===== src/verilog/cdtf_consts.vh =====
// Constants for the divide-by-three or five clock divider
// Summary of operation
// - Ratio select low divides input clock by three, high divides by five.
// - Unconnected gate, clear and ratio inputs read high: enabled, not cleared, by five.
// - Gate low with clear inactive holds true output low, complement high.
// - Gate changes take effect only after one input rise and one input fall.
// - Clear low forces true output low, complement high, without input clock edges.
// - Collapsed input swing keeps the output stable; removed swing adds at most one counted rise, then holds.
// - Unconnected differential input pair reads as a steady valid level.
`ifndef CDTF_CONSTS_VH
`define CDTF_CONSTS_VH

// Division ratios, counted in input half periods per output half period
`define CDTF_DIV_LOW         3
`define CDTF_DIV_HIGH        5
`define CDTF_CNT_W           3

// Last half-period count before the output toggles: ratio minus one
`define CDTF_LAST_LOW        3'h2
`define CDTF_LAST_HIGH       3'h4

// Reset values
`define CDTF_RST_TRUE_OUT    1'h0
`define CDTF_RST_COMP_OUT    1'h1
`define CDTF_RST_LEVEL       1'h1
`define CDTF_RST_GATE        1'h1
`define CDTF_RST_CNT         3'h0
// Synchroniser reset: legs equal (no edge), not open, other pins at open level
`define CDTF_RST_SYNC        6'h37

// Level taken by a pin that is left unconnected
`define CDTF_OPEN_LEVEL      1'h1

`endif


===== src/verilog/cdtf_divider.v =====
// Divide-by-three or five clock divider with gate and master clear
`timescale 1ns/1ns
`include "cdtf_consts.vh"

module cdtf_divider
(
    input  wire sys_clk,
    input  wire reset_n,
    input  wire clk_in_p,
    input  wire clk_in_n,
    input  wire clk_in_open,
    input  wire out_gate,
    input  wire out_gate_open,
    input  wire master_clear_n,
    input  wire master_clear_open,
    input  wire ratio_sel,
    input  wire ratio_sel_open,
    output reg  q_true,
    output reg  q_comp
);

    ////////////////////////////////////////////////////////////////////////////
    // How the block works, and what to watch for:
    // - Every pin passes two flip-flops; the input pair then passes the guard
    //   flip-flop, so an input edge reaches the outputs four clock edges later.
    // - The input clock must hold each level for at least one system clock;
    //   faster inputs lose edges in the synchroniser.
    // - Both edges of the input clock are counted, so the output toggles every
    //   three or five input edges and keeps an even duty cycle.
    // - A gate change waits for an input rise and then an input fall; with the
    //   input clock stopped or open, a pending change never lands.
    // - Clear acts through the synchroniser, three system clocks after the pin
    //   falls, and needs no input clock edge at all.
    // - A ratio change in mid-count is safe: the compare uses greater-or-equal,
    //   so a count above the new limit toggles on the next input edge instead of locking up.

    // Gate-change sequencer states
    localparam [1:0] GS_STEADY    = 2'h0;           // Applied gate matches the pin
    localparam [1:0] GS_WAIT_RISE = 2'h1;           // Change pending, no rise yet
    localparam [1:0] GS_WAIT_FALL = 2'h2;           // Rise seen, lands on a fall

    reg  [`CDTF_CNT_W-1:0] cnt_q;
    reg  [`CDTF_CNT_W-1:0] cnt_d;
    reg                    div_q;
    reg                    div_d;
    reg                    gate_q;
    reg                    gate_d;
    reg  [1:0]             gs_q;
    reg  [1:0]             gs_d;
    reg  [5:0]             sync1_q;
    reg  [5:0]             sync2_q;
    wire                   gate_want;
    wire                   clear_act;
    wire                   ratio_hi;
    wire                   in_rise;
    wire                   in_fall;
    wire                   edge_any;

    // Last half-period count before the output toggles
    function [`CDTF_CNT_W-1:0] last_count;
        input sel;
        begin
            if (sel)
            begin
                last_count = `CDTF_LAST_HIGH;
            end
            else
            begin
                last_count = `CDTF_LAST_LOW;
            end
        end
    endfunction

    // True output level: clear overrides the divider state
    function out_level;
        input div;
        input clear;
        begin
            out_level = div & ~clear;
        end
    endfunction

    ////////////////////////////////////////////////////////////////////////////
    // Two-stage synchronisers for every pin
    always @(posedge sys_clk)
    begin
        if (!reset_n)
        begin
            sync1_q <= `CDTF_RST_SYNC;
            sync2_q <= `CDTF_RST_SYNC;
        end
        else
        begin
            sync1_q <= {clk_in_p, clk_in_n, clk_in_open,
                        out_gate | out_gate_open,
                        master_clear_n | master_clear_open,
                        ratio_sel | ratio_sel_open};
            sync2_q <= sync1_q;
        end
    end

    assign gate_want = sync2_q[2];
    assign clear_act = ~sync2_q[1];
    assign ratio_hi  = sync2_q[0];

    ////////////////////////////////////////////////////////////////////////////
    // Recovered input clock
    cdtf_in_guard u_guard
    (
        .sys_clk (sys_clk),
        .reset_n (reset_n),
        .in_p    (sync2_q[5]),
        .in_n    (sync2_q[4]),
        .in_open (sync2_q[3]),
        .level_q (),
        .rise_q  (in_rise),
        .fall_q  (in_fall)
    );

    assign edge_any = in_rise | in_fall;

    ////////////////////////////////////////////////////////////////////////////
    // Gate change waits for an input rise, then an input fall
    always @*
    begin
        gs_d   = gs_q;
        gate_d = gate_q;
        case (gs_q)
            GS_STEADY:
            begin
                if (gate_want != gate_q)
                begin
                    if (in_rise)
                    begin
                        gs_d = GS_WAIT_FALL;
                    end
                    else
                    begin
                        gs_d = GS_WAIT_RISE;
                    end
                end
            end
            GS_WAIT_RISE:
            begin
                if (gate_want == gate_q)
                begin
                    gs_d = GS_STEADY;                            // Change withdrawn
                end
                else if (in_rise)
                begin
                    gs_d = GS_WAIT_FALL;
                end
            end
            GS_WAIT_FALL:
            begin
                if (gate_want == gate_q)
                begin
                    gs_d = GS_STEADY;                            // Change withdrawn
                end
                else if (in_fall)
                begin
                    gate_d = gate_want;
                    gs_d   = GS_STEADY;
                end
            end
            default:
            begin
                gs_d = GS_STEADY;
            end
        endcase
    end

    ////////////////////////////////////////////////////////////////////////////
    // Applied gate and sequencer state
    always @(posedge sys_clk)
    begin
        if (!reset_n)
        begin
            gate_q <= `CDTF_RST_GATE;
            gs_q   <= GS_STEADY;
        end
        else
        begin
            gate_q <= gate_d;
            gs_q   <= gs_d;
        end
    end

    ////////////////////////////////////////////////////////////////////////////
    // Half-period counter: toggles after 3 or 5 input edges
    always @*
    begin
        cnt_d = cnt_q;
        div_d = div_q;
        if (clear_act || !gate_q)
        begin
            cnt_d = `CDTF_RST_CNT;
            div_d = `CDTF_RST_TRUE_OUT;
        end
        else if (edge_any)
        begin
            if (cnt_q >= last_count(ratio_hi))
            begin
                cnt_d = `CDTF_RST_CNT;
                div_d = ~div_q;
            end
            else
            begin
                cnt_d = cnt_q + 3'h1;
            end
        end
    end

    ////////////////////////////////////////////////////////////////////////////
    // Divider state
    always @(posedge sys_clk)
    begin
        if (!reset_n)
        begin
            cnt_q <= `CDTF_RST_CNT;
            div_q <= `CDTF_RST_TRUE_OUT;
        end
        else
        begin
            cnt_q <= cnt_d;
            div_q <= div_d;
        end
    end

    ////////////////////////////////////////////////////////////////////////////
    // Output pair, straight from flip-flops; clear forces it without an edge
    always @(posedge sys_clk)
    begin
        if (!reset_n)
        begin
            q_true <= `CDTF_RST_TRUE_OUT;
            q_comp <= `CDTF_RST_COMP_OUT;
        end
        else
        begin
            q_true <= out_level(div_d, clear_act);
            q_comp <= ~out_level(div_d, clear_act);
        end
    end

endmodule


===== src/verilog/cdtf_in_guard.v =====
// Input clock recovery with dead-input guard and edge pulses
`timescale 1ns/1ns
`include "cdtf_consts.vh"

module cdtf_in_guard
(
    input  wire sys_clk,
    input  wire reset_n,
    input  wire in_p,
    input  wire in_n,
    input  wire in_open,
    output reg  level_q,
    output reg  rise_q,
    output reg  fall_q
);

    reg  level_d;
    reg  lock_q;
    wire lock_d;

    // First real level after reset is adopted without an edge pulse
    assign lock_d = lock_q | in_open | (in_p != in_n);

    ////////////////////////////////////////////////////////////////////////////
    // Recovered level: a real differential swing moves it, an open input sets it high
    always @*
    begin
        level_d = level_q;
        if (in_open)
        begin
            level_d = `CDTF_OPEN_LEVEL;
        end
        else if (in_p != in_n)
        begin
            level_d = in_p;
        end
        // Equal legs mean a collapsed swing: hold, no toggling
    end

    ////////////////////////////////////////////////////////////////////////////
    // Level register and one-cycle edge pulses
    always @(posedge sys_clk)
    begin
        if (!reset_n)
        begin
            level_q <= `CDTF_RST_LEVEL;
            lock_q  <= 1'h0;
            rise_q  <= 1'h0;
            fall_q  <= 1'h0;
        end
        else
        begin
            level_q <= level_d;
            lock_q  <= lock_d;
            rise_q  <= lock_q & level_d & ~level_q;          // No false edge after reset
            fall_q  <= lock_q & ~level_d & level_q;
        end
    end

endmodule

===== config.mk =====
export PLATFORM = sky130hd
export DESIGN_NAME = cdtf_divider
export DESIGN_NICKNAME = d
export VERILOG_FILES = /design/src/verilog/cdtf_divider.v /design/src/verilog/cdtf_in_guard.v
export VERILOG_INCLUDE_DIRS = /design/src /design/src/verilog
export SDC_FILE = /design/constraint.sdc
export NUM_CORES = 1
export LEC_CHECK = 0
export BUFFER_PORTS_ARGS = -buffer_cell sky130_fd_sc_hd__buf_4
export CAP_MARGIN = 25
export CORE_UTILIZATION = 50
export CTS_CLUSTER_SIZE = 24
export DETAILED_ROUTE_END_ITERATION = 8
export PLACE_DENSITY = 0.71
export RECOVER_POWER = 25
export SLEW_MARGIN = 10
export SYNTH_ARGS = -nofsm -noshare
export SYNTH_HDL_FRONTEND = slang
export SYNTH_HIERARCHICAL = 1
export SYNTH_SLANG_ARGS = --single-unit

===== constraint.sdc =====
create_clock -name sys_clk -period 3.4 [get_ports sys_clk]
set_input_delay 0.17 -clock sys_clk [delete_from_list [all_inputs] [get_ports sys_clk]]
set_output_delay 0.17 -clock sys_clk [all_outputs]
set_load 0.02 [all_outputs]

==> results.json <==
{
  "status": "complete, no violations",
  "clkLatencyLatePin_ps": 310,
  "dieWidth_um": 44.4,
  "finalHoldViolCount": 0,
  "hp-start": "clk_in_n",
  "routed_wl_um": 1200,
  "rows": 14,
  "postCtsSetupBuffers": 0,
  "grt_start_max_net_pins": 19,
  "drc": 0,
  "path_cells": "inv_1 > ha_1 > and3b_1 > o32ai_2 > xor2_1 > or2_1",
  "synth_edf_count": 0,
  "cts_buffers": 3,
  "worstHoldEndpoint": "sync1_q[4]",
  "htreeDepth": 1,
  "critPathSlowestCell": "dfxtp_1",
  "synth.distinct_cells": 25,
  "multi_input_area_sq_um": 387,
  "fin_crit_ps": 1620,
  "power.total_mw": 0.456,
  "setup_tns_ps": 0,
  "r2r-end": "q_comp",
  "tritoncts": "yes",
  "drtIter0Drc": 4,
  "seq_area_sq_um": 500,
  "wl_met3_um": 43,
  "power.density_nw_per_um2": 439,
  "drv_slew": 0,
  "leakagePower_nw": 0.436,
  "clock_skew_ps": 12.3,
  "max_freq_mhz": 618,
  "first_pass_iters": 4,
  "cts_hold_buf": 0,
  "dp_hpwl_um": 888,
  "required_ps": 3620,
  "dr_wl_met2_um": 573,
  "crit_arrival_ps": 1840,
  "worstRegToRegCells": 6,
  "vdd_drop_max_v": 0.000336,
  "portBuffers": 12,
  "grt_pass1_wl_um": 2250,
  "syn_to_final_growth_pct": 15.6,
  "startpoint_type": "flop",
  "pin_count": 13,
  "fin_crit_sh_pct": 47.6,
  "postSynthCellCount": 88,
  "endpoint_kind": "flop",
  "die_area_sq_um": 1970,
  "maxCapViolCount": 0,
  "drive_gt1_share_pct": 18.4,
  "vias_per_cell": 4.81,
  "grt_pass1_vias": 582,
  "synth_top_cell_by_area": "dfxtp_1",
  "routed.top_layer": "met4",
  "grt_setup_unrepaired": "no",
  "wl_met1_um": 564,
  "rr_startpoint": "cnt_q[1]",
  "start_util_pct": 56.4,
  "cts_num_sinks": 25,
  "syn_nets": 102,
  "yosys-top-cells-area": "dfxtp_1 56%, nand2b_1 4.9%, nand2_1 4.6%",
  "path_max_fanout": 3,
  "min_path_type": "input pin to flop",
  "synth.top_cells.by_count": "25 x dfxtp_1, 11 x nand2_1, 11 x nor2_1, 7 x nand2b_1",
  "syn-cell-area_sq_um": 898,
  "setup_violations": 0,
  "design_area_sq_um": 1040,
  "postSynthAreaPerCell_sq_um": 10.2,
  "placedInstanceArea_sq_um": 1010,
  "die_h_um": 44.4,
  "fillers": 128,
  "hold_depth": 2,
  "ys_warn_count": 6,
  "rrSetupSlack_ps": 1780,
  "grt.overflow.total": 0,
  "holdWs_ps": 30.2,
  "wl_per_cell_um": 9.45,
  "track_usage_pct": 16.0,
  "slew-limit-headroom_pct": 54.2,
  "core_area_sq_um": 1590,
  "vias": 611,
  "clockBufferDepth": 2,
  "synthFlopType": "dfxtp_1",
  "netlist.area_leader.share_pct": 55.7,
  "cts_resized": 0,
  "clk_pin_slew_ps": 130,
  "antenna_found_initial": 0,
  "ant_nets": 0,
  "criticalPathCategory": "flop to flop",
  "critPathMaxStageDelay_ps": 380,
  "fin_nets": 118,
  "synth-async-reset-ratio_pct": 0,
  "worstMarginPinSlew_ps": 687,
  "gp_congestion": 0.775,
  "insertedDiodeCount": 0,
  "synth_most_common_cell": "dfxtp_1",
  "ys_ff_latch": 25,
  "synth_seq_area_share_pct": 55.7,
  "clockRootBuffer": "clkbuf_4"
}
## cells by family (layout without fill, tap and decap cells)
| family | Yosys count | in the layout | share of synthesized area [%] |
|---|---|---|---|
| multiplexers | 2 | 2 | 2.23 |
| buffers and inverters | 3 | 18 | 1.25 |
| AO/OA/AOI/OAI | 7 | 7 | 5.43 |
| XOR/XNOR | 2 | 2 | 1.95 |
| flip-flops | 25 | 25 | 55.7 |
| AND/OR/NAND/NOR | 46 | 46 | 29.2 |
| adder cells (fa/ha/maj) | 3 | 3 | 4.18 |
## worst max-delay path: cells and delay by family, from the launching register on
family	cells	cell delay, ps
xor+xnor	1	130
flops	1	380
fa+ha+maj	1	280
buf+inv	1	50
compound gates	1	260
simple gates	2	430
## through the flow
| step | cells | util (%) | setup slack [ps] |
|---|---|---|---|
| 6_report | 127 | 65.1 | 1780 |
| 5_1_grt | 127 | 65.1 | 1650 |
| 4_1_cts | 127 | 65.4 | 1770 |
| 3_5_place_dp | 123 | 63.7 | 1790 |
| 3_3_place_gp | 123 | 63.7 | 1840 |
| 2_1_floorplan | 88 | - | 1870 |
## routing by layer
| layer | track usage (%) | vias up |
|---|---|---|
| met5 | 0 | - |
| met4 | 12.7 | 0 |
| met3 | 2.45 | 2 |
| met2 | 26.8 | 14 |
| met1 | 18.0 | 274 |
| li1 | - | 321 |
## layout by cell type (no fill, tap or decap), types with 2 or more instances in the layout
| cell | instances |
|---|---|
| dfxtp_1 | 25 |
| nand2b_1 | 7 |
| xor2_1 | 2 |
| ha_1 | 3 |
| buf_4 | 11 |
| a21oi_1 | 3 |
| clkbuf_4 | 3 |
| o21ai_0 | 2 |
| mux2i_1 | 2 |
| nand3b_1 | 3 |
| nand2_1 | 11 |
| nor2_1 | 11 |
| inv_1 | 2 |
| nor3_1 | 3 |
## registers in the layout, indices dropped and copies added (netlist names)
signal and count:
u_guard/fall_q 1, q_true 1, sync1_q 6, u_guard/lock_q 1, gate_q 1, div_q 1
cnt_q 3, sync2_q 6, q_comp 1, u_guard/rise_q 1, u_guard/level_q 1, gs_q 2
## where the power goes
group          switching, mW  total, mW  leakage, nW  internal (mW)
combinational         0.0119     0.0271        0.214         0.0152
clock                 0.0811      0.125       0.0177         0.0439
sequential           0.00357      0.304        0.204          0.301
## final cells by class
| class | count | share of cell area, % |
|---|---|---|
| Clock buffer | 3 | 2.17 |
| Clock inverter | 1 | 0.482 |
| Inverter | 2 | 0.723 |
| Multi-Input combinational cell | 60 | 37.2 |
| Sequential cell | 25 | 48.2 |
| Tap cell | 24 | 2.89 |
| Timing Repair Buffer | 12 | 8.31 |
## how the worst max path moves through the flow
stage / end / startpoint / slack, ps
after floorplan: q_comp / cnt_q[1] / 1870
after global placement: q_comp / cnt_q[1] / 1840
after detailed placement: q_comp / cnt_q[1] / 1790
after CTS: q_comp / cnt_q[1] / 1770
after global routing: q_comp / cnt_q[1] / 1650
final: q_comp / cnt_q[1] / 1780
Note: power is estimated with default switching activity, not from simulation.
